`config.mk`:
```
export PLATFORM = sky130hd
export DESIGN_NAME = lrdimm_buffer_cal_status
export DESIGN_NICKNAME = d
export VERILOG_FILES = /design/src/inc/cal_status_pkg.sv /design/src/rtl/lrdimm_buffer_cal_status.sv /design/src/rtl/tap_search.sv
export VERILOG_INCLUDE_DIRS = /design/src /design/src/inc
export SDC_FILE = /design/constraint.sdc
export NUM_CORES = 1
export LEC_CHECK = 0
export BUFFER_PORTS_ARGS = -buffer_cell sky130_fd_sc_hd__buf_2
export CAP_MARGIN = 10
export CORE_UTILIZATION = 46
export DETAILED_ROUTE_END_ITERATION = 6
export GPL_TIMING_DRIVEN = 0
export PLACE_DENSITY = 0.77
export SLEW_MARGIN = 20
export SYNTH_ARGS = -nofsm -noshare
export SYNTH_HDL_FRONTEND = slang
export SYNTH_HIERARCHICAL = 1
export SYNTH_SLANG_ARGS = --single-unit
```
`constraint.sdc`:
```
create_clock -name ref_clk_i -period 3.1 [get_ports ref_clk_i]
set_clock_uncertainty 0.05 [all_clocks]
set_input_delay 0.465 -clock ref_clk_i [delete_from_list [all_inputs] [get_ports ref_clk_i]]
set_output_delay 0.465 -clock ref_clk_i [all_outputs]
set_load 0.02 [all_outputs]
```
`src/inc/cal_status_cfg.svh`:
```
// constants for the buffer calibration sequencer and its progress status
// assumes inclusion by bare name from the package and the design modules
`ifndef CAL_STATUS_CFG_SVH
`define CAL_STATUS_CFG_SVH

// delay search range
`define TAP_W            6
`define TAP_MAX          6'h3F

// stage table: 6 buffer stages per rank, two ranks, then gate and check
`define STAGE_W          4
`define STAGE_COUNT      14
`define BUF_PER_RANK     4'h6
`define BUF_STAGES_END   4'hC
`define GATE_STAGE       4'hC
`define SANITY_STAGE     4'hD

// per-rank position of each buffer stage
`define POS_PROBE        4'h0
`define POS_RD_CYCLE     4'h1
`define POS_RD_CENTER    4'h2
`define POS_WR_LEVEL     4'h3
`define POS_WR_CYCLE     4'h4
`define POS_WR_CENTER    4'h5

// status vector and debug words
`define STATUS_W         128
`define STATUS_USED      28
`define DBG_W            9
`define DBG_WORDS        3
`define STATUS_RESET     128'h0
`define DBG_RESET        9'h000

`endif

```
`src/inc/cal_status_pkg.sv`:
```
// types shared by the calibration sequencer and its delay search engine
// assumes the cfg header sits on the include path
package cal_status_pkg;
   `include "cal_status_cfg.svh"

   // command issued toward the data buffer and memory
   typedef enum logic [2:0] {
      CMD_NONE    = 3'h0,
      CMD_PRELOAD = 3'h1,
      CMD_WRITE   = 3'h2,
      CMD_READ    = 3'h3,
      CMD_STROBE  = 3'h4,
      CMD_PROGRAM = 3'h5
   } cmd_t;

   // how a search decides from the returned result bit
   typedef enum logic [2:0] {
      MODE_EDGE01 = 3'h0,
      MODE_EDGE10 = 3'h1,
      MODE_CYCLE  = 3'h2,
      MODE_CENTER = 3'h3,
      MODE_CHECK  = 3'h4
   } search_mode_t;

   // sequencer states, gray along idle-setup-run-done
   typedef enum logic [2:0] {
      SEQ_IDLE  = 3'h0,
      SEQ_SETUP = 3'h1,
      SEQ_RUN   = 3'h3,
      SEQ_DONE  = 3'h2,
      SEQ_FAIL  = 3'h6
   } seq_state_t;

   // search engine states
   typedef enum logic [1:0] {
      ENG_IDLE = 2'h0,
      ENG_REQ  = 2'h1,
      ENG_WAIT = 2'h3
   } eng_state_t;
endpackage

```
`src/rtl/lrdimm_buffer_cal_status.sv`:
```
// calibration sequencer for a dual-rank load-reduced module: runs the
// per-rank buffer stages, gate calibration and gate check, and reports
// progress on a 128-bit status port and three 9-bit debug words.
// assumes the buffer answers each read or strobe probe with one result.
`include "cal_status_cfg.svh"
module lrdimm_buffer_cal_status
   import cal_status_pkg::*;
(
   // clock, reset, enable
   input  wire logic                      ref_clk_i,
   input  wire logic                      rst_n_i,
   input  wire logic                      ce_i,
   // sequence control
   input  wire logic                      cal_start_i,
   // result from the data buffer on the host data bus
   input  wire logic                      dq_result_valid_i,
   input  wire logic                      dq_result_i,
   // commands toward buffer and memory
   output logic                           cmd_valid_o,
   output cal_status_pkg::cmd_t           cmd_o,
   output logic                           cmd_rank_o,
   output logic [`TAP_W-1:0]              cmd_delay_o,
   // progress reporting
   output logic [`STATUS_W-1:0]           cal_status_o,
   output logic [`DBG_W-1:0]              cal_progress_word_0_o,
   output logic [`DBG_W-1:0]              cal_progress_word_1_o,
   output logic [`DBG_W-1:0]              cal_progress_word_2_o,
   output logic                           calibration_complete_o,
   output logic                           cal_error_o
);
   import cal_status_pkg::*;

   seq_state_t             state_q, state_d;
   logic [`STAGE_W-1:0]    stage_q, stage_d;
   logic                   wr_pend_q, wr_pend_d;
   logic                   cmd_valid_d;
   cmd_t                   cmd_d;
   logic [`TAP_W-1:0]      delay_d;
   wire  [`STATUS_W-1:0]   status_d;
   logic                   complete_d, error_d;

   // engine connections
   logic                   eng_start, eng_probe, eng_done, eng_fail;
   logic [`TAP_W-1:0]      eng_tap, eng_final;
   search_mode_t           stage_mode;

   // stage decode: rank and position within the rank
   wire                    is_buf   = (stage_q < `BUF_STAGES_END);
   wire                    rank_one = is_buf && (stage_q >= `BUF_PER_RANK);
   wire [`STAGE_W-1:0]     pos      = rank_one ? stage_q - `BUF_PER_RANK
                                               : stage_q;
   wire                    is_gate  = (stage_q == `GATE_STAGE);
   wire                    is_check = (stage_q == `SANITY_STAGE);
   wire                    is_level = is_buf && pos == `POS_WR_LEVEL;
   wire                    is_probe = is_buf && pos == `POS_PROBE;
   wire                    uses_write = is_check || (is_buf &&
                              (pos == `POS_WR_CYCLE ||
                               pos == `POS_WR_CENTER));
   wire                    uses_pattern = uses_write || (is_buf &&
                              (pos == `POS_RD_CYCLE ||
                               pos == `POS_RD_CENTER));
   wire                    last_stage = is_check;
   wire                    in_run   = (state_q == SEQ_RUN);

   // search mode per stage, order fixed per rank
   assign stage_mode = is_check ? MODE_CHECK :
                       is_gate  ? MODE_EDGE01 :
                       is_probe ? MODE_EDGE10 :
                       is_level ? MODE_EDGE01 :
                       (pos == `POS_RD_CYCLE || pos == `POS_WR_CYCLE)
                                ? MODE_CYCLE : MODE_CENTER;

   assign eng_start = (state_q == SEQ_SETUP);

   // per-rank delay search for the current stage
   tap_search u_search (
      .ref_clk_i      (ref_clk_i),
      .rst_n_i        (rst_n_i),
      .ce_i           (ce_i),
      .start_i        (eng_start),
      .mode_i         (stage_mode),
      .result_valid_i (dq_result_valid_i && in_run),
      .result_i       (dq_result_i),
      .probe_o        (eng_probe),
      .tap_o          (eng_tap),
      .done_o         (eng_done),
      .fail_o         (eng_fail),
      .final_o        (eng_final)
   );

   // start and done flags per stage, even then odd bit
   genvar g;
   generate
      for (g = 0; g < `STAGE_COUNT; g = g + 1) begin : g_stage
         wire hit_stage = (stage_q == `STAGE_W'(g));
         assign status_d[2*g] = cal_status_o[2*g]
                              | (eng_start && hit_stage);
         assign status_d[2*g+1] = cal_status_o[2*g+1]
                              | (in_run && eng_done && hit_stage);
      end
   endgenerate
   assign status_d[`STATUS_W-1:`STATUS_USED] = '0;

   // sequencer next state and command choice
   always_comb begin
      state_d     = state_q;
      stage_d     = stage_q;
      wr_pend_d   = 1'b0;
      cmd_valid_d = 1'b0;
      cmd_d       = CMD_NONE;
      delay_d     = eng_tap;
      complete_d  = calibration_complete_o;
      error_d     = cal_error_o;
      unique case (state_q)
         SEQ_IDLE: if (cal_start_i) begin
            stage_d = '0;
            state_d = SEQ_SETUP;
         end
         SEQ_SETUP: begin
            // load the buffer's expected pattern before searching
            if (uses_pattern) begin
               cmd_valid_d = 1'b1;
               cmd_d       = CMD_PRELOAD;
            end
            state_d = SEQ_RUN;
         end
         SEQ_RUN: begin
            if (wr_pend_q) begin
               cmd_valid_d = 1'b1;
               cmd_d       = CMD_READ;
            end else if (eng_probe) begin
               cmd_valid_d = 1'b1;
               if (uses_write) begin
                  cmd_d     = CMD_WRITE;
                  wr_pend_d = 1'b1;
               end else if (is_level) begin
                  cmd_d = CMD_STROBE;
               end else begin
                  cmd_d = CMD_READ;
               end
            end
            if (eng_fail) begin
               error_d = 1'b1;
               state_d = SEQ_FAIL;
            end else if (eng_done) begin
               // program the found setting into the buffer
               if (is_buf) begin
                  cmd_valid_d = 1'b1;
                  cmd_d       = CMD_PROGRAM;
                  delay_d     = eng_final;
               end
               if (last_stage) begin
                  complete_d = 1'b1;
                  state_d    = SEQ_DONE;
               end else begin
                  stage_d = stage_q + 4'h1;
                  state_d = SEQ_SETUP;
               end
            end
         end
         SEQ_DONE,
         SEQ_FAIL: state_d = state_q;
         default:  state_d = SEQ_IDLE;
      endcase
   end

   // sequencer and command registers
   always_ff @(posedge ref_clk_i) begin
      if (!rst_n_i) begin
         state_q     <= SEQ_IDLE;
         stage_q     <= '0;
         wr_pend_q   <= 1'b0;
         cmd_valid_o <= 1'b0;
         cmd_o       <= CMD_NONE;
         cmd_rank_o  <= 1'b0;
         cmd_delay_o <= '0;
      end else if (ce_i) begin
         state_q     <= state_d;
         stage_q     <= stage_d;
         wr_pend_q   <= wr_pend_d;
         cmd_valid_o <= cmd_valid_d;
         cmd_o       <= cmd_d;
         cmd_rank_o  <= rank_one;
         cmd_delay_o <= delay_d;
      end
   end

   // status port, debug words and completion flags
   always_ff @(posedge ref_clk_i) begin
      if (!rst_n_i) begin
         cal_status_o           <= `STATUS_RESET;
         cal_progress_word_0_o  <= `DBG_RESET;
         cal_progress_word_1_o  <= `DBG_RESET;
         cal_progress_word_2_o  <= `DBG_RESET;
         calibration_complete_o <= 1'b0;
         cal_error_o            <= 1'b0;
      end else if (ce_i) begin
         cal_status_o           <= status_d;
         cal_progress_word_0_o  <= status_d[`DBG_W-1:0];
         cal_progress_word_1_o  <= status_d[2*`DBG_W-1:`DBG_W];
         cal_progress_word_2_o  <= status_d[3*`DBG_W-1:2*`DBG_W];
         calibration_complete_o <= complete_d;
         cal_error_o            <= error_d;
      end
   end
endmodule // lrdimm_buffer_cal_status

```
`src/rtl/tap_search.sv`:
```
// delay search engine: steps a tap, asks for one probe per tap, and
// decides from the returned result bit; assumes one result per probe
`include "cal_status_cfg.svh"
module tap_search
   import cal_status_pkg::*;
(
   // clock, reset, enable
   input  wire logic                      ref_clk_i,
   input  wire logic                      rst_n_i,
   input  wire logic                      ce_i,
   // control
   input  wire logic                      start_i,
   input  wire cal_status_pkg::search_mode_t mode_i,
   // result returned from the data buffer
   input  wire logic                      result_valid_i,
   input  wire logic                      result_i,
   // search outputs
   output logic                           probe_o,
   output logic [`TAP_W-1:0]              tap_o,
   output logic                           done_o,
   output logic                           fail_o,
   output logic [`TAP_W-1:0]              final_o
);
   import cal_status_pkg::*;

   eng_state_t           st_q, st_d;
   logic [`TAP_W-1:0]    tap_q, tap_d, left_q, left_d, final_q, final_d;
   logic                 prev_q, prev_d, have_q, have_d, seen_q, seen_d;
   logic                 done_d, fail_d, probe_d;
   logic                 at_max, hit;
   logic [`TAP_W:0]      ctr_sum;
   logic [`TAP_W-1:0]    right_tap;

   // window edges for centering
   assign at_max    = (tap_q == `TAP_MAX);
   assign right_tap = result_i ? tap_q : tap_q - 6'h01;
   assign ctr_sum   = {1'b0, left_q} + {1'b0, right_tap};

   // decision per returned result
   always_comb begin
      unique case (mode_i)
         MODE_EDGE01: hit = have_q && !prev_q && result_i;
         MODE_EDGE10: hit = have_q && prev_q && !result_i;
         MODE_CYCLE,
         MODE_CHECK:  hit = result_i;
         MODE_CENTER: hit = seen_q && (!result_i || at_max);
         default:     hit = 1'b0;
      endcase
   end

   // next state of the search
   always_comb begin
      st_d    = st_q;
      tap_d   = tap_q;
      left_d  = left_q;
      final_d = final_q;
      prev_d  = prev_q;
      have_d  = have_q;
      seen_d  = seen_q;
      done_d  = 1'b0;
      fail_d  = 1'b0;
      probe_d = 1'b0;
      unique case (st_q)
         ENG_IDLE: if (start_i) begin
            tap_d  = '0;
            have_d = 1'b0;
            seen_d = 1'b0;
            st_d   = ENG_REQ;
         end
         ENG_REQ: begin
            probe_d = 1'b1;
            st_d    = ENG_WAIT;
         end
         ENG_WAIT: if (result_valid_i) begin
            prev_d = result_i;
            have_d = 1'b1;
            if (result_i && !seen_q) begin
               seen_d = 1'b1;                  // left edge found
               left_d = tap_q;
            end
            if (hit) begin
               done_d  = 1'b1;
               final_d = (mode_i == MODE_CENTER) ? ctr_sum[`TAP_W:1]
                                                 : tap_q;
               st_d    = ENG_IDLE;
            end else if (at_max || mode_i == MODE_CHECK) begin
               fail_d = 1'b1;
               st_d   = ENG_IDLE;
            end else begin
               tap_d = tap_q + 6'h01;         // keep stepping
               st_d  = ENG_REQ;
            end
         end
         default: st_d = ENG_IDLE;
      endcase
   end

   // engine registers
   always_ff @(posedge ref_clk_i) begin
      if (!rst_n_i) begin
         st_q    <= ENG_IDLE;
         tap_q   <= '0;
         left_q  <= '0;
         final_q <= '0;
         prev_q  <= 1'b0;
         have_q  <= 1'b0;
         seen_q  <= 1'b0;
         done_o  <= 1'b0;
         fail_o  <= 1'b0;
         probe_o <= 1'b0;
      end else if (ce_i) begin
         st_q    <= st_d;
         tap_q   <= tap_d;
         left_q  <= left_d;
         final_q <= final_d;
         prev_q  <= prev_d;
         have_q  <= have_d;
         seen_q  <= seen_d;
         done_o  <= done_d;
         fail_o  <= fail_d;
         probe_o <= probe_d;
      end
   end

   assign tap_o   = tap_q;
   assign final_o = final_q;
endmodule // tap_search

```
==> reports/metrics.cfg, run 1 <==
[run_status]
status=finished clean

[power]
switching_power_uw=641.3
swShare=0.2931
comb_power_share=0.192
p_int_mw=1.547
power_leakage_nw=2.989
vdd_ir_drop_max_mv=0.2555
p_total_mw=2.188
p_clk_frac=0.357
power_density_nw_per_um2=355.3
pwr-share-seq=0.451

[critical_path]
rrSetupSlack_ns=0.19
start_kind=flip-flop
crit_start=stage_q[1]
r2r-start=stage_q[1]
critPathCaptureType=flip-flop
cp.required_ns=3.35
crit_type=flip-flop to flip-flop
reg2reg_to=u_search/tap_o[5]
path_max_fanout=10
crit_arrival_ns=3.15
rr_worst_depth=12

[global_route]
overflow=0
grt_use_total=0.2169
grt_max_degree=13
grt_pass1_vias=4080
grt_pass1_wl_um=19480
antenna_found_initial=0

[route]
vias=4422
dr.first_iter.drc_count=246
totalWireLength_um=12190
dr.pass1.iters=5
drc=0
vias_per_cell=4.817
ant_nets=0
wl_per_cell_um=13.28

[sta]
slew_violations=0
relSlewSlack=0.3417
min_period_ns=2.906
tightest_slew_ns=0.9853
finalCritPeriodShare=0.9374
setup_viol=0
hold_viol_final=0
fmax_mhz=344.1
hold-worst-slack_ns=0.3646
rsz0062_at_grt=no

[hold_path]
min_path_cells=3
whs_endpoint=u_search/seen_q
hp-start=dq_result_i
min_path_type=input port to flip-flop

[final_layout]
layout.nets=796
drive_gt1_frac=0.3504
antenna_cells=0
ff_latch_area_um2=1503
fill_cells=923
multi_input_area_um2=2686
area_delta_synth_final_pct=23.73

[clock_network]
cts_buffer_depth=2
clkSlewWorstSetupHoldPaths_ns=0.08
numCtsBuffers=9
cts-root-buf=clkbuf_8
cts_hold_buf=0
cts_num_sinks=75
clock_latency_ns=0.36
cts-htree-levels=3
cts_tree=yes

[yosys]
syn_inst=593
ys_warn_count=6
synth_edf_count=0
synthFlopType=dfxtp_1
synthTopCellsByArea=dfxtp_1, buf_4, nor2_1, o21a_1, mux2i_1
post-synth-top-count-cell=buf_4
synth_area_um2=4977
seq_area_frac_synth=0.3017
yosys.area.top_type_share=0.3017
ys_ff_latch=75
synth.distinct_cells=82
syn_area_per_cell_um2=8.393
async_flop_share=0
yosysTopAreaCell=dfxtp_1
ys_top_cells_by_count=buf_4, dfxtp_1, nor2_1, nand2_1, a21oi_1

[die]
rows=37
start_util=0.4778
core_area_um2=10420
die-area_um2=11240
die_y_um=106.0
die_x_um=106.0
ios=174

[place]
place_congestion=0.9084
dp_hpwl_um=9441
io_buffer_count=72

[run]
max_cap_viol_count=0

layer usage:
metal | part of all wire | wire length (um) | vias to the layer above | global-route usage
met3 | 0.067 | 817 | 26 | 0.03740
li1 | - | - | 2213 | -
met2 | 0.51 | 6178 | 173 | 0.3973
met5 | 0 | 0 | - | 0
met4 | 0.021 | 254 | 0 | 0.08829
met1 | 0.41 | 4939 | 2010 | 0.2479
critical path, cell delays in order (launching register included):
cell and delay (ns):
dfxtp_2 0.37, clkbuf_4 0.20, inv_1 0.11, ha_2 0.25, o21ai_2 0.17, o21ai_0 0.13
a21oi_2 0.24, buf_4 0.16, buf_4 0.11, o22a_2 0.21, o221ai_2 0.17, or4_1 0.53
a21oi_1 0.14
through the flow:
step	setup slack, ns	utilization	setup TNS (ns)	instance area (um2)	instances
after floorplan	0.2387	-	0	5349	692
after global placement	-0.4202	0.5644	-4.472	5879	900
after detailed placement	-0.3831	0.5644	-4.032	5879	900
after CTS	0.02593	0.5870	0	6115	916
after global routing	0.007910	0.5912	0	6158	918
final	0.1941	0.5912	0	6158	918
registers in the layout (all words and copies together) (netlist names):
register,cells
cal_error_o,1
cal_progress_word_0_o,8
cal_progress_word_1_o,8
cal_progress_word_2_o,8
cal_status_o,4
calibration_complete_o,1
cmd_delay_o,6
cmd_o,3
cmd_rank_o,1
cmd_valid_o,1
stage_q,4
state_q,3
u_search/done_o,1
u_search/fail_o,1
u_search/final_o,6
u_search/have_q,1
u_search/left_q,6
u_search/prev_q,1
u_search/probe_o,1
u_search/seen_q,1
u_search/st_q,2
u_search/tap_o,6
wr_pend_q,1
power by group through the flow:
stage	clock network, mW	registers (mW)	logic (mW)
3_5_place_dp	0	1.01	0.406
2_1_floorplan	0	1.01	0.345
4_1_cts	0.791	0.986	0.408
6_report	0.781	0.987	0.421
3_3_place_gp	0	1.01	0.401
5_1_grt	0.836	0.988	0.452
layout make-up:
cell class	instances	share of cell area
multi-input cells	442	0.4362
clock buffers	11	0.02458
inverters	17	0.01036
flip-flops and latches	75	0.2440
plain buffers	158	0.1869
repair buffers	75	0.06217
clock inverters	4	0.008127
well taps	136	0.02763
logic make-up (layout without fill, tap and decap cells):
kind of cell             count (synthesis)  after routing  synth area share
buffers and inverters                  175            265            0.2423
AND/OR/NAND/NOR                        168            168            0.1777
AO/OA/AOI/OAI                          139            139            0.2016
flip-flops                              75             75            0.3017
multiplexers                            15             15           0.03017
adder cells (fa/ha/maj)                 12             12           0.03167
XOR/XNOR                                 8              8           0.01408
other                                    1            100         0.0007534
layout by cell type (no fill, tap or decap), types with 5 or more instances in the layout:
cell type,instances
nand2_1,33
dfxtp_1,74
conb_1,100
ha_1,9
clkbuf_1,12
o211ai_1,6
nand2b_1,13
nand3_1,11
buf_2,80
nor3_1,6
a41oi_1,6
o21ai_0,16
inv_1,15
o21a_1,23
nor2_1,54
buf_4,131
mux2i_1,15
or3_1,6
clkbuf_8,12
nand4_1,6
nor2b_1,6
a31oi_1,10
buf_6,5
a211oi_1,9
a21oi_1,28
how the worst max path moves through the flow:
stage,end,cells past startpoint
after CTS,u_search/tap_o[3],11
after global placement,u_search/tap_o[4],11
after floorplan,u_search/final_o[5],13
final,u_search/tap_o[5],12
after detailed placement,u_search/final_o[5],13
after global routing,u_search/final_o[5],13
timing repair:
action,in CTS,in global routing
setup buffers,1,2
pin swaps,1,2
resized for setup,7,13
setup endpoints to repair,15,15
Note: power is estimated with default switching activity, not from simulation.
==> run 2, diff against run 1 <==
- CORE_UTILIZATION: 46 -> 49
- PLACE_DENSITY: 0.77 -> 0.79
- clock period: 3.1 -> 3.7 ns (I/O delays scaled with it)
==> run 2 against run 1 <==
  * Register-to-register slack improved by 0.22 ns
  * Via count rose by 0.52%
  * Maximum frequency shrank 12%
  * Hold slack gained 0.050 ns
  * Final cell count fell by 0.54%
  * Count of clock-buffer cells in the layout did not move
  * Routed wire length is 2.0% lower
==> reports/metrics.cfg, run 2 (synthesis gave the netlist of run 1 again) <==
[run_status]
status=finished clean

[final_layout]
drive_gt1_frac=0.3346
final_cells=913
area_delta_synth_final_pct=21.77
fin_area_um2=6061
reg.largest.list=cal_progress_word_0_o (8), cal_progress_word_1_o (8), cal_progress_word_2_o (8)
antenna_cells=0
layout.nets=793
final_cell_mix=buf_4, conb_1, buf_2, dfxtp_1, nor2_1
final_common_cell=buf_4
final_util=0.6172

[sta]
setup_viol=0
slew_violations=0
fmax_mhz=304.0
fin_tns_setup_ns=0
hold_viol_final=0
relSlewSlack=0.2452
min_period_ns=3.289
tightest_slew_ns=1.130
finalCritPeriodShare=0.8889
rsz0062_at_grt=no

[die]
die_x_um=102.8
start_util=0.5069
ios=174
core_area_um2=9819
rows=36
die-area_um2=10560
die_y_um=102.8

[critical_path]
crit_buf_inv=4
cp.required_ns=3.94
crit_arrival_ns=3.53
path_cells=clkbuf_2 -> inv_1 -> ha_1 -> o21ai_0 -> nand2_1 -> a21boi_1 -> and3b_1 -> buf_6 -> nand2_1 -> o211ai_2 -> and2_1 -> buf_2 -> mux2i_1
crit_type=flip-flop to flip-flop
critPathCaptureType=flip-flop
cpPeakStageDelay_ns=0.41
critPathTopFamily=compound AO/OA/AOI/OAI gates
path_max_fanout=10
crit_path_top_delay_cell=dfxtp_1
crit_path_frequent_cell=nand2_1
start_kind=flip-flop

[clock_network]
cts-htree-levels=3
numCtsBuffers=9
clkSlewWorstSetupHoldPaths_ns=0.08
cts_buffer_depth=2
cts-root-buf=clkbuf_8
cts_hold_buf=0
cts_tree=yes
clock_latency_ns=0.35
cts_num_sinks=75
cts_resized=0
post_cts_buffers=0

[place]
postPlaceCellArea_um2=5876
dp_hpwl_um=9276
place_congestion=1.011
io_buffer_count=72
dpl.cell_count=897

[run]
max_cap_viol_count=0

[global_route]
antenna_found_initial=0
grt_max_degree=14
grt_pass1_wl_um=18620
grt_use_total=0.2263
overflow=0
grt_pass1_vias=3974

[route]
dr.first_iter.drc_count=287
vias_per_cell=4.869
dr.pass1.iters=5
ant_nets=0
drc=0
vias=4445
wl_per_cell_um=13.08
totalWireLength_um=11940

[hold_path]
min_path_type=flip-flop to flip-flop

[power]
power_leakage_nw=2.950
power_density_nw_per_um2=289.4
vdd_ir_drop_max_mv=0.1941
p_total_mw=1.754

[run 2: cell count changes in the layout (fill, tap and decap cells not counted), sizes merged]
cell,previous run,this run
bufinv,1,0
clkinvlp,2,4
buf,217,214
[run 2: cell type report]
class,count,area [um2]
plain buffers,158,1144
clock buffers,11,141.4
clock inverters,5,38.79
fillers,867,3759
inverters,17,63.81
multi-input cells,442,2645
flip-flops and latches,75,1501
well taps,133,166.4
repair buffers,72,360.3
[run 2: per-stage QoR]
| step | setup WS [ns] | hold slack, ns |
|---|---|---|
| 2_1_floorplan | 0.8387 | 0.3844 |
| 3_3_place_gp | 0.2493 | 0.4015 |
| 3_5_place_dp | 0.1598 | 0.4035 |
| 4_1_cts | 0.1191 | 0.4147 |
| 5_1_grt | 0.1965 | 0.4449 |
| 6_report | 0.4110 | 0.4150 |
[run 2: final timing paths]
path | start | end | slack [ns] | cells after the start
setup reg to reg | stage_q[1] | u_search/final_o[5] | 0.41 | 13
hold / removal | u_search/final_o[1] | u_search/final_o[1] | 0.42 | 2
hold reg to reg | u_search/final_o[1] | u_search/final_o[1] | 0.42 | 2
setup / recovery | stage_q[1] | u_search/final_o[5] | 0.41 | 13
[run 2: metal layers]
layer / vias to the layer above / GRT usage / part of all wire
met5: - / 0 / 0
met4: 0 / 0.08992 / 0.016
met3: 20 / 0.04203 / 0.064
met2: 180 / 0.4097 / 0.52
met1: 2043 / 0.2629 / 0.40
li1: 2202 / - / -
[run 2: power by group]
part,leakage (nW),switching [mW],internal [mW]
sequential,0.606,0.00901,0.817
clock,0.0778,0.318,0.263
combinational,2.27,0.215,0.133
[run 2: worst register-to-register path, cell delays in order, from the launching register on]
cell and delay [ns]:
dfxtp_1 0.41, clkbuf_2 0.26, inv_1 0.14, ha_1 0.31, o21ai_0 0.24, nand2_1 0.07
a21boi_1 0.41, and3b_1 0.26, buf_6 0.14, nand2_1 0.07, o211ai_2 0.36, and2_1 0.17
buf_2 0.15, mux2i_1 0.17
==> run 3, diff against run 2 <==
- ABC_AREA: default -> 1
- CORE_UTILIZATION: 49 -> 54
- PLACE_DENSITY: 0.79 -> 0.86
==> run 3 against run 2 <==
  * Register-to-register slack better by 0.68 ns
  * Area after synthesis down 2.9%
  * Setup slack better by 0.68 ns
  * Clock power up 18%
  * Critical path depth down 1
  * Via count down 0.25%
  * Critical endpoint is now u_search/final_o[2]
==> reports/metrics.cfg, run 3 <==
[die]
start_util=0.5568
ios=174
rows=34
core_area_um2=8678
die_y_um=96.60
die-area_um2=9331
die_x_um=96.60

[sta]
finalCritPeriodShare=0.7055
setup_viol=0
rsz0062_at_grt=no
fmax_mhz=383.1
fin_tns_setup_ns=0
min_period_ns=2.611
hold_viol_final=0
relSlewSlack=0.5738
hold-worst-slack_ns=0.4060
slew_violations=0
tightest_slew_ns=0.6393

[yosys]
post-synth-top-count-cell=buf_4
synth_area_um2=4832
ys_ff_latch=75
ys_warn_count=6
syn_area_per_cell_um2=7.159
synth_edf_count=0
ys_top_cells_by_count=buf_4, nand2_1, nor2_1, dfxtp_1, inv_1
synth.distinct_cells=43
yosysTopAreaCell=dfxtp_1
syn_inst=675
yosys.area.top_type_share=0.3107
synthTopCellsByArea=dfxtp_1, buf_4, nand2_1, nor2_1, inv_1
seq_area_frac_synth=0.3107
synthFlopType=dfxtp_1
async_flop_share=0

[route]
drc=0
dr.first_iter.drc_count=279
ant_nets=0
vias=4434
wl_per_cell_um=11.05
dr.pass1.iters=4
vias_per_cell=4.571
totalWireLength_um=10720

[global_route]
grt_pass1_wl_um=17220
grt_use_total=0.2397
antenna_found_initial=0
overflow=0
grt_pass1_vias=3880
grt_max_degree=14

[clock_network]
cts_num_sinks=75
cts_tree=yes
cts_hold_buf=0
clkSlewWorstSetupHoldPaths_ns=0.08
cts-htree-levels=3
cts_resized=0
clock_latency_ns=0.36
numCtsBuffers=9
cts-root-buf=clkbuf_8
cts_buffer_depth=2
post_cts_buffers=0

[run_status]
status=finished clean

[final_layout]
area_delta_synth_final_pct=22.48
ff_latch_area_um2=1501
drive_gt1_frac=0.3063
final_common_cell=buf_4
multi_input_area_um2=2370
final_cell_mix=buf_4, conb_1, nand2_1, nor2_1, buf_2
fin_area_um2=5918
reg.largest.list=cal_progress_word_0_o (8), cal_progress_word_1_o (8), cal_progress_word_2_o (8)
antenna_cells=0
layout.nets=876
fill_cells=759

[power]
vdd_ir_drop_max_mv=0.2264
p_total_mw=2.069
power_leakage_nw=3.235
power_density_nw_per_um2=349.7

[critical_path]
crit_buf_inv=2
crit_path_frequent_cell=a21oi_1
path_cells=inv_1 -> ha_1 -> inv_1 -> a21oi_1 -> nor3_1 -> nand3_1 -> nor2_1 -> nand2_2 -> nand3_4 -> nand2_4 -> a21oi_1 -> a21oi_1
cp.required_ns=3.89
crit_type=flip-flop to flip-flop
critPathTopFamily=simple AND/OR/NAND/NOR gates
cpPeakStageDelay_ns=0.46
path_max_fanout=10
crit_path_top_delay_cell=dfxtp_1
critPathCaptureType=flip-flop
start_kind=flip-flop
crit_arrival_ns=2.80

[run]
max_cap_viol_count=0

[place]
io_buffer_count=73
dp_hpwl_um=8306
place_congestion=0.9039
postPlaceCellArea_um2=5704

[hold_path]
min_path_type=flip-flop to flip-flop

## run 3: changes by cell type after synthesis, sizes merged, moves of 6 or more
cell / delta
or3: -6
nand2b: -14
nand3: +12
o21a: -23
nand2: +73
clkbuf: -8
mux2i: -15
a211oi: -10
o21ai: +15
nor2: +33
nor2b: -6
a21oi: +29
inv: +60
buf: -6
## run 3: worst reg2reg max path, delay by kind of cell, from the launching register on
family | cells | cell delay, ns
fa+ha+maj | 1 | 0.23
simple gates | 6 | 1.09
buf+inv | 2 | 0.31
flops | 1 | 0.46
compound gates | 3 | 0.34
## run 3: logic make-up (layout without fill, tap and decap cells)
group                    Yosys count  after routing  synth area share
AO/OA/AOI/OAI                    123            123            0.1497
XOR/XNOR                           5              5          0.009062
adder cells (fa/ha/maj)           12             12           0.03263
buffers and inverters            221            309            0.2758
flip-flops                        75             75            0.3107
other                              1            100         0.0007761
AND/OR/NAND/NOR                  238            238            0.2214
## run 3: final timing paths
path	start	end	slack, ns	cells past startpoint
max	stage_q[0]	u_search/final_o[2]	1.09	12
min	u_search/left_q[0]	u_search/left_q[0]	0.41	2
max reg2reg	stage_q[0]	u_search/final_o[2]	1.09	12
min reg2reg	u_search/left_q[0]	u_search/left_q[0]	0.41	2
## run 3: area by class of cell
class,instances,share of cell area
plain buffers,144,0.1763
inverters,77,0.04884
clock buffers,9,0.02093
repair buffers,73,0.06173
flip-flops and latches,75,0.2537
well taps,108,0.02283
clock inverters,6,0.01522
multi-input cells,478,0.4004
## run 3: per-stage QoR
step / util / std cells / setup WS [ns]
floorplan: - / 774 / 1.528
global placement: 0.6573 / 955 / 1.204
detailed placement: 0.6573 / 955 / 1.153
CTS: 0.6819 / 970 / 1.136
global route: 0.6819 / 970 / 0.8027
finish: 0.6819 / 970 / 1.089
## run 3: power breakdown
group,switching (mW),internal (mW)
sequential,0.0345,0.832
combinational,0.332,0.183
clock,0.310,0.378
## run 3: per-layer routing
layer  routed length [um]  GRT usage  part of all wire  vias up
met5                    0          0                 0        -
met4                  209    0.09436             0.019        0
met3                  734    0.06182             0.068       19
met2                 5571     0.4437              0.52      169
met1                 4206     0.2584              0.39     1949
li1                     -          -                 -     2297
